[src/rtl/stepper_demo_pkg.sv]
// constants, types and register map of the stepper demonstration controller
// assumes a single 250 MHz clock and a synchronous panel
package stepper_demo_pkg;
    // ********************
    // timing
    // ********************
    localparam int unsigned CLK_HZ = 250_000_000;
    localparam int unsigned TICKS_PER_S = 1_000_000;
    localparam int unsigned TICK_CYC = CLK_HZ / TICKS_PER_S;
    localparam int unsigned MS_PER_S = 1000;
    localparam int unsigned GAP_MS = 200;
    localparam int unsigned HOLD_MS = 1000;
    localparam int unsigned DEBOUNCE_MS = 10;
    localparam logic [10:0] RATE_MIN_HZ = 11'h014;
    localparam logic [10:0] RATE_STEP_HZ = 11'h004;
    localparam logic [10:0] RATE_MAX_HZ = 11'h410;
    // ********************
    // motion programs
    // ********************
    localparam logic [15:0] M1_CNT = 16'h0032;
    localparam logic [10:0] M1_HZ = 11'h0c8;
    localparam logic [3:0] M1_REPS = 4'h8;
    localparam logic [15:0] M1_RET_CNT = 16'h0190;
    localparam logic [10:0] M1_RET_HZ = 11'h12c;
    localparam logic [15:0] M2_CNT = 16'h000a;
    localparam logic [10:0] M2_HZ = 11'h001;
    localparam logic [3:0] M2_CW_PRESSES = 4'h8;
    localparam logic [15:0] M3_CNT = 16'h012c;
    localparam logic [10:0] M3_HZ = 11'h064;
    localparam logic [15:0] M3_RET_CNT = 16'h01f4;
    localparam logic [10:0] M3_RET_HZ = 11'h0c8;
    localparam logic [15:0] M4_CNT = 16'h0258;
    localparam logic [10:0] M4_HZ = 11'h0c8;
    localparam logic [15:0] M4_RET_CNT = 16'h03e8;
    localparam logic [10:0] M4_RET_HZ = 11'h190;
    localparam logic [15:0] JOG_CNT = 16'h0001;
    localparam logic [10:0] JOG_HZ = 11'h064;
    localparam logic [3:0] MODE_DRIVER = 4'h0;
    localparam logic [3:0] MODE_BURST = 4'h1;
    localparam logic [3:0] MODE_INCH = 4'h2;
    localparam logic [3:0] MODE_SWING = 4'h3;
    localparam logic [3:0] MODE_HALF = 4'h4;
    localparam logic [3:0] MODE_JOG = 4'h5;
    localparam logic [3:0] MODE_CONT = 4'h6;
    localparam logic [3:0] MODE_RETURN = 4'h7;
    localparam logic [3:0] MODE_TEACH = 4'h8;
    localparam logic [3:0] MODE_ROULETTE = 4'h9;
    localparam logic [3:0] SEQ_STEPS = 4'h8;
    localparam logic [1:0] WAIT_NONE = 2'h0;
    localparam logic [1:0] WAIT_GAP = 2'h1;
    localparam logic [1:0] WAIT_HOLD = 2'h2;
    // ********************
    // phases, tables, registers
    // ********************
    localparam int PH_AP = 3;
    localparam int PH_BP = 1;
    localparam logic [31:0] HALF_TABLE = 32'h9154_62a8;
    localparam logic [31:0] SEQ_RESET = 32'h956a_956a;
    localparam logic [15:0] LFSR_SEED = 16'hace1;
    localparam logic [7:0] REG_STATUS = 8'h00;
    localparam logic [7:0] REG_POSITION = 8'h04;
    localparam logic [7:0] REG_SEQUENCE = 8'h08;

    typedef enum logic [2:0] {
        ST_IDLE = 3'b000,
        ST_RUN = 3'b001,
        ST_GAP = 3'b010,
        ST_CONT = 3'b011,
        ST_ROUL = 3'b100
    } motion_state_t;

    typedef struct packed {
        logic [15:0] count;
        logic [10:0] rate_hz;
        logic ccw;
        logic half;
        logic [1:0] wait_sel;
    } segment_t;

    typedef struct packed {
        logic [3:0] mode_sel;
        logic [3:0] step_sel;
        logic [3:0] phase_sw;
        logic dir_ccw;
        logic [7:0] pot;
        logic trigger;
        logic demo;
        logic ext_step;
    } panel_t;

    typedef struct packed {
        logic [7:0] addr;
        logic [31:0] wdata;
        logic wr;
        logic rd;
    } reg_req_t;

    typedef struct packed {
        logic [3:0] phase;
        logic start_phase;
        logic busy;
    } lamp_t;
endpackage : stepper_demo_pkg
[src/rtl/stepper_demo_mode_controller.sv]
// ten-mode stepper demonstration controller with panel inputs and register port
// assumes panel inputs synchronous to clk_i apart from the two push buttons
//
// Overview of operation
// - continuous step rate follows the potentiometer from 20 Hz to 1040 Hz.
// - full-step two-phase drive unless the mode asks for half steps.
// - mode is taken from a selector with positions 0 to 9.
// - step selector 0 to 7 read; display shows current step number.
// - mode 1: eight bursts of 50 CW at 200 Hz, gaps, then 400 CCW.
// - mode 2: each press gives 10 pulses at 1 Hz; CW first eight.
// - mode 3: 300 CW at 100 Hz, hold 1 s, 500 CCW at 200 Hz.
// - mode 4 half step: 600 CW at 200 Hz, hold, 1000 CCW at 400 Hz.
// - mode 5 jog: one pulse at 100 Hz, toggle direction, taught pattern.
// - jog and continuous motion keep the net displacement.
// - mode 6: press starts continuous rotation, next press stops it.
// - mode 7: press steps back to the saved start position.
// - mode 8: press stores phase switches at the selected step number.
// - taught steps 0 to 7 play in order and wrap to 0.
// - mode 9: press starts rotation, next press stops after random delay.
// - mode 0 acts as a plain two-phase stepper driver.
// - one lamp per phase lights while energised during rotation.
// - start-phase lamp lights while A+ and B+ are both on.
// - busy lamp lights while rotation is in progress.
// - direction toggle sets direction where the mode does not.
// - demo push button launches a demonstration sequence.
`timescale 1ns/100ps
module stepper_demo_mode_controller #(
    parameter int unsigned TICK_CYC_P = stepper_demo_pkg::TICK_CYC,
    parameter int unsigned TICKS_PER_S_P = stepper_demo_pkg::TICKS_PER_S
) (
    // clock and reset
    input wire logic clk_i,
    input wire logic reset_i,
    // operator panel
    input wire stepper_demo_pkg::panel_t panel_i,
    // register port
    input wire stepper_demo_pkg::reg_req_t reg_req_i,
    output logic [31:0] reg_rdata_o,
    // coils and indicators
    output logic [3:0] coil_o,
    output stepper_demo_pkg::lamp_t lamp_o,
    output logic [3:0] step_disp_o
);
    import stepper_demo_pkg::*;

    // ********************
    // timing constants
    // ********************
    localparam logic [31:0] TPS = 32'(TICKS_PER_S_P);
    localparam logic [31:0] MS_TICKS = 32'(TICKS_PER_S_P / MS_PER_S);
    localparam logic [31:0] GAP_TICKS = 32'(TICKS_PER_S_P / MS_PER_S * GAP_MS);
    localparam logic [31:0] HOLD_TICKS = 32'(TICKS_PER_S_P / MS_PER_S * HOLD_MS);
    localparam logic [31:0] DEB_TICKS = 32'(TICKS_PER_S_P / MS_PER_S * DEBOUNCE_MS);
    localparam logic [15:0] TDIV_LAST = 16'(TICK_CYC_P - 1);

    if (TICK_CYC_P < 1 || TICK_CYC_P > 65536 || TICKS_PER_S_P < 2000
        || TICKS_PER_S_P % 1000 != 0)
    begin : g_bad_timing
        $error("unsupported timing parameters");
    end

    // ********************
    // reference tick and buttons
    // ********************
    logic [15:0] tdiv_q;
    logic [1:0] press_w;
    logic [1:0] btn_raw_w;
    wire tick_w = tdiv_q == TDIV_LAST;
    assign btn_raw_w = {panel_i.demo, panel_i.trigger};

    always_ff @(posedge clk_i)
    begin
        if (reset_i || tick_w)
            tdiv_q <= 16'h0000;
        else
            tdiv_q <= tdiv_q + 16'h0001;
    end

    for (genvar i = 0; i < 2; i++)
    begin : g_btn
        logic s0_q;
        logic s1_q;
        logic st_q;
        logic pr_q;
        logic [31:0] dc_q;
        wire diff_w = s1_q != st_q;
        wire done_w = diff_w && tick_w && dc_q >= DEB_TICKS - 32'h1;
        always_ff @(posedge clk_i)
        begin
            if (reset_i)
            begin
                s0_q <= 1'h0;
                s1_q <= 1'h0;
                st_q <= 1'h0;
                pr_q <= 1'h0;
                dc_q <= 32'h0;
            end
            else
            begin
                s0_q <= btn_raw_w[i];
                s1_q <= s0_q;
                dc_q <= (!diff_w || done_w) ? 32'h0 : dc_q + {31'h0, tick_w};
                st_q <= done_w ? s1_q : st_q;
                pr_q <= done_w && s1_q;
            end
        end
        assign press_w[i] = pr_q;
    end

    wire trig_w = press_w[0];
    wire demo_w = press_w[1];

    // ********************
    // motion program
    // ********************
    motion_state_t state_q;
    motion_state_t state_d;
    logic [3:0] run_mode_q;
    logic [3:0] seg_q;
    logic [15:0] cnt_q;
    logic [31:0] wait_q;
    logic [31:0] acc_q;
    logic [2:0] hidx_q;
    logic [2:0] jog_q;
    logic [3:0] phase_q;
    logic [15:0] pos_q;
    logic [3:0] m2_q;
    logic [31:0] seq_q;
    logic [15:0] lfsr_q;
    logic ext_prev_q;
    logic [3:0] disp_q;
    logic [31:0] rdata_q;

    function automatic segment_t program_seg(input logic [3:0] m, input logic [3:0] s,
        input logic m2ccw, input logic [15:0] rcnt, input logic rccw,
        input logic [10:0] phz, input logic dccw);
        segment_t g;
        g = '0;
        case (m)
            MODE_BURST:
                if (s < M1_REPS - 4'h1)
                    g = '{M1_CNT, M1_HZ, 1'h0, 1'h0, WAIT_GAP};
                else if (s == M1_REPS - 4'h1)
                    g = '{M1_CNT, M1_HZ, 1'h0, 1'h0, WAIT_HOLD};
                else
                    g = '{M1_RET_CNT, M1_RET_HZ, 1'h1, 1'h0, WAIT_NONE};
            MODE_INCH:
                g = '{M2_CNT, M2_HZ, m2ccw, 1'h0, WAIT_NONE};
            MODE_SWING:
                if (s == 4'h0)
                    g = '{M3_CNT, M3_HZ, 1'h0, 1'h0, WAIT_HOLD};
                else
                    g = '{M3_RET_CNT, M3_RET_HZ, 1'h1, 1'h0, WAIT_NONE};
            MODE_HALF:
                if (s == 4'h0)
                    g = '{M4_CNT, M4_HZ, 1'h0, 1'h1, WAIT_HOLD};
                else
                    g = '{M4_RET_CNT, M4_RET_HZ, 1'h1, 1'h1, WAIT_NONE};
            MODE_JOG:
                g = '{JOG_CNT, JOG_HZ, dccw, 1'h0, WAIT_NONE};
            MODE_RETURN:
                g = '{rcnt, phz, rccw, 1'h0, WAIT_NONE};
            default:
                g = '0;
        endcase
        return g;
    endfunction : program_seg

    // ********************
    // decoding
    // ********************
    wire [10:0] pot_hz_w = RATE_MIN_HZ + 11'(RATE_STEP_HZ * {3'h0, panel_i.pot});
    wire m2ccw_w = m2_q >= M2_CW_PRESSES;
    wire [15:0] ret_cnt_w = pos_q[15] ? 16'h0000 - pos_q : pos_q;
    wire ret_ccw_w = !pos_q[15];
    wire [3:0] start_mode_w = demo_w ? MODE_BURST : panel_i.mode_sel;
    wire segment_t seg_w = program_seg(run_mode_q, seg_q, m2ccw_w, ret_cnt_w, ret_ccw_w,
        pot_hz_w, panel_i.dir_ccw);
    wire segment_t first_w = program_seg(start_mode_w, 4'h0, m2ccw_w, ret_cnt_w,
        ret_ccw_w, pot_hz_w, panel_i.dir_ccw);
    wire idle_w = state_q == ST_IDLE;
    wire start_w = idle_w && (trig_w || demo_w);
    wire runs_w = start_w && first_w.count != 16'h0000;
    wire cont_start_w = start_w && !demo_w
        && (panel_i.mode_sel == MODE_CONT || panel_i.mode_sel == MODE_ROULETTE);
    wire store_w = idle_w && trig_w && !demo_w && panel_i.mode_sel == MODE_TEACH
        && panel_i.step_sel < SEQ_STEPS;
    wire ext_step_w = idle_w && panel_i.mode_sel == MODE_DRIVER && panel_i.ext_step
        && !ext_prev_q;
    wire moving_w = state_q == ST_RUN || state_q == ST_CONT || state_q == ST_ROUL;
    wire [10:0] rate_w = state_q == ST_RUN ? seg_w.rate_hz : pot_hz_w;
    wire [31:0] acc_sum_w = acc_q + {21'h0, rate_w};
    wire gen_step_w = moving_w && tick_w && acc_sum_w >= TPS;
    wire step_w = gen_step_w || ext_step_w;
    wire ccw_w = state_q == ST_RUN ? seg_w.ccw : panel_i.dir_ccw;
    wire half_w = state_q == ST_RUN && seg_w.half;
    wire jog_w = state_q == ST_RUN && run_mode_q == MODE_JOG;
    wire track_w = gen_step_w && (run_mode_q == MODE_JOG || run_mode_q == MODE_CONT
        || run_mode_q == MODE_RETURN);
    wire last_step_w = state_q == ST_RUN && gen_step_w && cnt_q == 16'h0001;
    wire gap_done_w = state_q == ST_GAP && tick_w && wait_q <= 32'h1;
    wire stop_w = trig_w && state_q == ST_CONT;
    wire roul_done_w = state_q == ST_ROUL && tick_w && wait_q <= 32'h1;
    wire [31:0] wait_ticks_w = seg_w.wait_sel == WAIT_HOLD ? HOLD_TICKS : GAP_TICKS;
    wire [31:0] rand_ticks_w = 32'({22'h0, lfsr_q[9:0]} * MS_TICKS);
    wire [2:0] hstep_w = (half_w || !hidx_q[0]) ? 3'h1 : 3'h2;
    wire [2:0] hnext_w = ccw_w ? hidx_q - hstep_w : hidx_q + hstep_w;
    wire [2:0] jnext_w = ccw_w ? jog_q - 3'h1 : jog_q + 3'h1;
    wire [3:0] seq_pat_w = seq_q[{jog_q, 2'h0} +: 4];
    wire [3:0] half_pat_w = HALF_TABLE[{hnext_w, 2'h0} +: 4];
    wire [15:0] pos_next_w = ccw_w ? pos_q - 16'h0001 : pos_q + 16'h0001;
    wire wr_pos_w = reg_req_i.wr && reg_req_i.addr == REG_POSITION;
    wire wr_seq_w = reg_req_i.wr && reg_req_i.addr == REG_SEQUENCE;
    wire busy_w = !idle_w;
    wire [31:0] status_w = {16'h0000, run_mode_q, phase_q, jog_q, busy_w, panel_i.mode_sel};
    wire [31:0] rd_mux_w = reg_req_i.addr == REG_STATUS ? status_w
        : reg_req_i.addr == REG_POSITION ? {{16{pos_q[15]}}, pos_q}
        : reg_req_i.addr == REG_SEQUENCE ? seq_q : 32'h0;

    always_comb
    begin
        state_d = state_q;
        case (state_q)
            ST_IDLE:
                if (runs_w)
                    state_d = ST_RUN;
                else if (cont_start_w)
                    state_d = ST_CONT;
            ST_RUN:
                if (last_step_w)
                    state_d = seg_w.wait_sel == WAIT_NONE ? ST_IDLE : ST_GAP;
            ST_GAP:
                if (gap_done_w)
                    state_d = ST_RUN;
            ST_CONT:
                if (stop_w)
                    state_d = run_mode_q == MODE_ROULETTE ? ST_ROUL : ST_IDLE;
            ST_ROUL:
                if (roul_done_w)
                    state_d = ST_IDLE;
            default:
                state_d = ST_IDLE;
        endcase
    end

    // ********************
    // sequencing registers
    // ********************
    always_ff @(posedge clk_i)
    begin
        if (reset_i)
        begin
            state_q <= ST_IDLE;
            run_mode_q <= MODE_DRIVER;
            seg_q <= 4'h0;
            cnt_q <= 16'h0000;
            acc_q <= 32'h0;
            wait_q <= 32'h0;
        end
        else
        begin
            state_q <= state_d;
            run_mode_q <= start_w ? start_mode_w : run_mode_q;
            seg_q <= start_w ? 4'h0 : seg_q + {3'h0, last_step_w};
            if (runs_w)
                cnt_q <= first_w.count;
            else if (gap_done_w)
                cnt_q <= seg_w.count;
            else if (gen_step_w && state_q == ST_RUN)
                cnt_q <= cnt_q - 16'h0001;
            if (runs_w || cont_start_w || gap_done_w)
                acc_q <= TPS - 32'h1;
            else if (gen_step_w)
                acc_q <= acc_sum_w - TPS;
            else if (moving_w && tick_w)
                acc_q <= acc_sum_w;
            if (last_step_w)
                wait_q <= wait_ticks_w;
            else if (stop_w)
                wait_q <= rand_ticks_w;
            else if (tick_w && wait_q != 32'h0)
                wait_q <= wait_q - 32'h1;
        end
    end

    always_ff @(posedge clk_i)
    begin
        if (reset_i)
        begin
            phase_q <= 4'h0;
            hidx_q <= 3'h7;
            jog_q <= 3'h0;
            pos_q <= 16'h0000;
        end
        else
        begin
            if (step_w && jog_w)
                phase_q <= seq_pat_w;
            else if (step_w)
                phase_q <= half_pat_w;
            hidx_q <= (step_w && !jog_w) ? hnext_w : hidx_q;
            if (store_w)
                jog_q <= 3'h0;
            else if (step_w && jog_w)
                jog_q <= jnext_w;
            if (track_w)
                pos_q <= pos_next_w;
            else if (wr_pos_w && idle_w)
                pos_q <= reg_req_i.wdata[15:0];
        end
    end

    always_ff @(posedge clk_i)
    begin
        if (reset_i)
        begin
            m2_q <= 4'h0;
            seq_q <= SEQ_RESET;
            lfsr_q <= LFSR_SEED;
            ext_prev_q <= 1'h0;
            disp_q <= 4'h0;
            rdata_q <= 32'h0;
        end
        else
        begin
            if (runs_w && start_mode_w == MODE_INCH && !m2ccw_w)
                m2_q <= m2_q + 4'h1;
            if (wr_seq_w)
                seq_q <= reg_req_i.wdata;
            if (store_w)
                seq_q[{panel_i.step_sel[2:0], 2'h0} +: 4] <= panel_i.phase_sw;
            lfsr_q <= {lfsr_q[14:0], lfsr_q[15] ^ lfsr_q[13] ^ lfsr_q[12] ^ lfsr_q[10]};
            ext_prev_q <= panel_i.ext_step;
            disp_q <= panel_i.mode_sel == MODE_TEACH ? panel_i.step_sel
                : {1'h0, jog_q};
            rdata_q <= reg_req_i.rd ? rd_mux_w : 32'h0;
        end
    end

    // ********************
    // outputs
    // ********************
    assign coil_o = phase_q;
    assign lamp_o.phase = phase_q & {4{busy_w}};
    assign lamp_o.start_phase = phase_q[PH_AP] && phase_q[PH_BP];
    assign lamp_o.busy = busy_w;
    assign step_disp_o = disp_q;
    assign reg_rdata_o = rdata_q;
endmodule : stepper_demo_mode_controller

[config.mk]
export PLATFORM = sky130hd
export DESIGN_NAME = stepper_demo_mode_controller
export DESIGN_NICKNAME = d
export VERILOG_FILES = /design/src/rtl/stepper_demo_pkg.sv /design/src/rtl/stepper_demo_mode_controller.sv
export SDC_FILE = /design/constraint.sdc
export NUM_CORES = 1
export LEC_CHECK = 0
export ABC_AREA = 1
export BUFFER_PORTS_ARGS = -buffer_cell sky130_fd_sc_hd__buf_2
export CAP_MARGIN = 5
export CORE_UTILIZATION = 40
export DETAILED_ROUTE_END_ITERATION = 12
export GPL_TIMING_DRIVEN = 0
export REMOVE_ABC_BUFFERS = 1
export SETUP_SLACK_MARGIN = 0.2
export SLEW_MARGIN = 20
export SYNTH_ARGS = -nofsm -noshare
export SYNTH_HDL_FRONTEND = slang
export SYNTH_SLANG_ARGS = --single-unit
[constraint.sdc]
create_clock -name clk_i -period 10.5 [get_ports clk_i]
set_clock_uncertainty 0.05 [all_clocks]
set_input_delay 1.575 -clock clk_i [delete_from_list [all_inputs] [get_ports clk_i]]
set_output_delay 1.575 -clock clk_i [all_outputs]
set_load 0.01 [all_outputs]
==> impl_metrics.json <==
{
  "outcome": "complete, no violations",
  "r2r.worst_path.cells": 27,
  "vias": 20300,
  "grt_remaining_overflow": 0,
  "port_buffers": 113,
  "dp_hpwl_microns": 44900,
  "critical_path.n_buffers_inverters": 4,
  "synth_seq_cells": 294,
  "synth.area.top_cells": "dfxtp_1 29%, nand2_1 13%, inv_1 7.6%, nor2_1 7.0%, ha_1 5.6%",
  "cts_resized": 0,
  "busiest_layer": "met2",
  "place_ws_ns": 4.37,
  "initial_core_util_pct": 40.7,
  "r2r_end": "seg_q[2]",
  "cts_num_sinks": 294,
  "synthFlopType": "dfxtp_1",
  "ys_warn_count": 0,
  "cp-end-kind": "register",
  "power_leakage_nw": 10.2,
  "synth_top_area_share_pct": 29.4,
  "post_cts.repair.setup_buffers": 0,
  "maxCapViolCount": 0,
  "cts.clk_slew.worst_paths_ns": 0.06,
  "cellPowerDensity_nw_per_um2": 142,
  "synth_cell_types": 64,
  "critical_path.top_delay_family": "simple AND/OR/NAND/NOR gates",
  "rows": 81,
  "yosysMostFrequentCell": "nand2_1",
  "tightest_slew_ns": 1.03,
  "cp.arrival_ns": 6.30,
  "syn_inst": 3036,
  "root_buffer": "clkbuf_16",
  "drtAntennaViolNets": 0,
  "asyncSetResetFlopFracSynth_pct": 0,
  "grt_util_met2_pct": 38.8,
  "hold_viol": 0,
  "ir_worst_vdd_uv": 123,
  "drc": 0,
  "track_usage_pct": 23.8,
  "setup_viol": 0,
  "slew_viol_final": 0,
  "fin_area_sq_um": 22400,
  "fillCellCount": 5128,
  "htree_levels": 2,
  "tritoncts": "yes",
  "syn_area_per_cell_sq_um": 6.59,
  "cts_buffers": 37,
  "critPathKind": "reg2reg",
  "drt_wl_total_microns": 59900,
  "die_w_microns": 226,
  "critPathCapture": "seg_q[2]",
  "die_h_microns": 226,
  "crit_cells": 27,
  "drtIter0Drc": 1743,
  "post-route-min-period_ns": 5.92,
  "num_antenna_cells": 0,
  "grt_pass1_vias": 19400,
  "viasPerCell": 5.32,
  "rsz0062_at_grt": "no",
  "max_freq_ghz": 0.169,
  "clock_latency_ns": 0.56,
  "antenna_found_initial": 0,
  "met1_usage_pct": 32.1,
  "power_mw": 3.19,
  "final_core_utilization_pct": 45.7,
  "fin_crit_sh_pct": 56.4,
  "ys_seq_area_share_pct": 29.4,
  "synth_common_cells": "680 x nand2_1, 403 x inv_1, 371 x nor2_1, 294 x dfxtp_1, 207 x o21ai_0",
  "routedWlPerCell_microns": 15.7,
  "cp-start-kind": "register",
  "hold_path_class": "reg2reg",
  "coreArea_sq_um": 49200,
  "rr_startpoint": "state_q[2]",
  "drt_first_pass_iters": 6,
  "r2r_slack_ns": 4.58,
  "worstPathMaxFanout": 23,
  "required_ns": 10.88,
  "syn_to_final_growth_pct": 12.1,
  "synth-edff-count": 0,
  "layout-drive-gt1-share_pct": 8.30,
  "max_stage_delay_ns": 0.54,
  "grt_util_met3_pct": 3.73,
  "holdBufCountCts": 0,
  "die_area_sq_um": 50900,
  "max_slew_margin_pct": 31.2,
  "grt_pass1_wl_microns": 98200,
  "finalWorstSetupSlack_ns": 4.58,
  "layout.nets": 3305,
  "grt_max_degree": 44,
  "gp_congestion": 0.937,
  "crit_path_start": "state_q[2]",
  "slowest_stage": "nor2_1",
  "fin_setup_tns_ns": 0,
  "synth_area_sq_um": 20000,
  "clk_path_buf_depth": 3,
  "dpl_cell_area_sq_um": 21100,
  "synth_top_area_cell": "dfxtp_1",
  "io_pins": 114
}
-- worst reg2reg max path, cell delays in order, from the launching register on --
cell and delay, ns:
dfxtp_1 0.31, inv_1 0.07, nand2_1 0.09, nor2_1 0.54, inv_1 0.42, nor2_1 0.47
o21ai_0 0.19, ha_1 0.42, nand3_1 0.11, nand2_1 0.16, nand2_1 0.07, nand3_1 0.16
xor2_1 0.22, inv_1 0.12, ha_1 0.22, inv_1 0.07, o21ai_1 0.11, nand3_2 0.15
nand2_1 0.11, nand3_1 0.15, nand2_4 0.10, nand2_8 0.20, nand3_2 0.17, nor4_1 0.49
ha_1 0.30, ha_1 0.17, xnor2_1 0.11, nor2_1 0.06
-- worst min-delay path by stage --
stage                        from            end  slack [ns]  cells past startpoint
floorplan           g_btn[0].s0_q  g_btn[0].s1_q        0.34                      2
global placement    g_btn[1].s0_q  g_btn[1].s1_q        0.34                      2
detailed placement  g_btn[1].s0_q  g_btn[1].s1_q        0.35                      2
CTS                 g_btn[1].s0_q  g_btn[1].s1_q        0.35                      2
global route        g_btn[1].s0_q  g_btn[1].s1_q        0.36                      2
finish              g_btn[1].s0_q  g_btn[1].s1_q        0.34                      2
-- report_power, final --
part | switching, mW | internal, mW
logic | 0.416 | 0.235
registers | 0.0134 | 1.13
clock network | 0.536 | 0.861
-- layout by cell type, fill, tap and decap left out, types with 8 or more instances in the layout --
cell type and count:
clkbuf_16 38, o21ai_0 207, nand3_1 168, fa_1 33
a21oi_1 204, nand2_2 12, a31oi_1 15, a211oi_1 9
inv_1 402, nand2_1 679, or2_2 14, nor2_2 13
o22ai_1 24, o21ai_1 22, xnor2_1 31, nor4_1 33
nand4_1 63, xor2_1 62, dfxtp_1 294, o211ai_1 17
inv_2 11, nor3b_1 19, o221ai_1 11, nor3_1 71
ha_1 89, o31ai_1 8, nor2_1 368, buf_2 112
-- flip-flops by register name, summed over array words and instances, names as in the netlist, 3 cells and up --
signal       count
acc_q           32
cnt_q           16
coil_o           4
g_btn.dc_q      64
hidx_q           3
jog_q            3
lfsr_q          16
m2_q             4
pos_q           16
reg_rdata_o     32
run_mode_q       4
seg_q            4
seq_q           32
state_q          3
step_disp_o      4
tdiv_q          16
wait_q          32
-- final cells by class --
type	count	area (sq um)	share of cell area, %
flip-flops and latches	294	5890	26.2
clock inverters	21	312	1.39
multi-input cells	2248	12200	54.4
inverters	419	1580	7.02
clock buffers	46	1010	4.50
repair buffers	115	608	2.71
well taps	664	831	3.70
-- per-stage QoR --
step / hold WS, ns / instances
2_1_floorplan: 0.338 / 2961
5_1_grt: 0.361 / 3807
6_report: 0.343 / 3807
3_5_place_dp: 0.347 / 3740
4_1_cts: 0.348 / 3807
3_3_place_gp: 0.342 / 3738
-- layer usage --
layer | share of wire, % | vias up
met5 | 0 | -
li1 | - | 10100
met3 | 6.6 | 106
met1 | 46 | 9449
met2 | 45 | 578
met4 | 2.5 | 0
-- logic make-up (layout without fill, tap and decap cells) --
kind of cell | after synthesis | count (layout) | synth area share [%]
adders and majority gates | 122 | 122 | 8.86
xor gates and xnor gates | 93 | 93 | 4.07
muxes | 1 | 1 | 0.0563
and+or+nand+nor | 1479 | 1479 | 32.6
buffers and inverters | 494 | 601 | 9.65
AOI/OAI and AO/OA | 553 | 553 | 15.4
DFF | 294 | 294 | 29.4
Power figures use the tool's default switching activity.
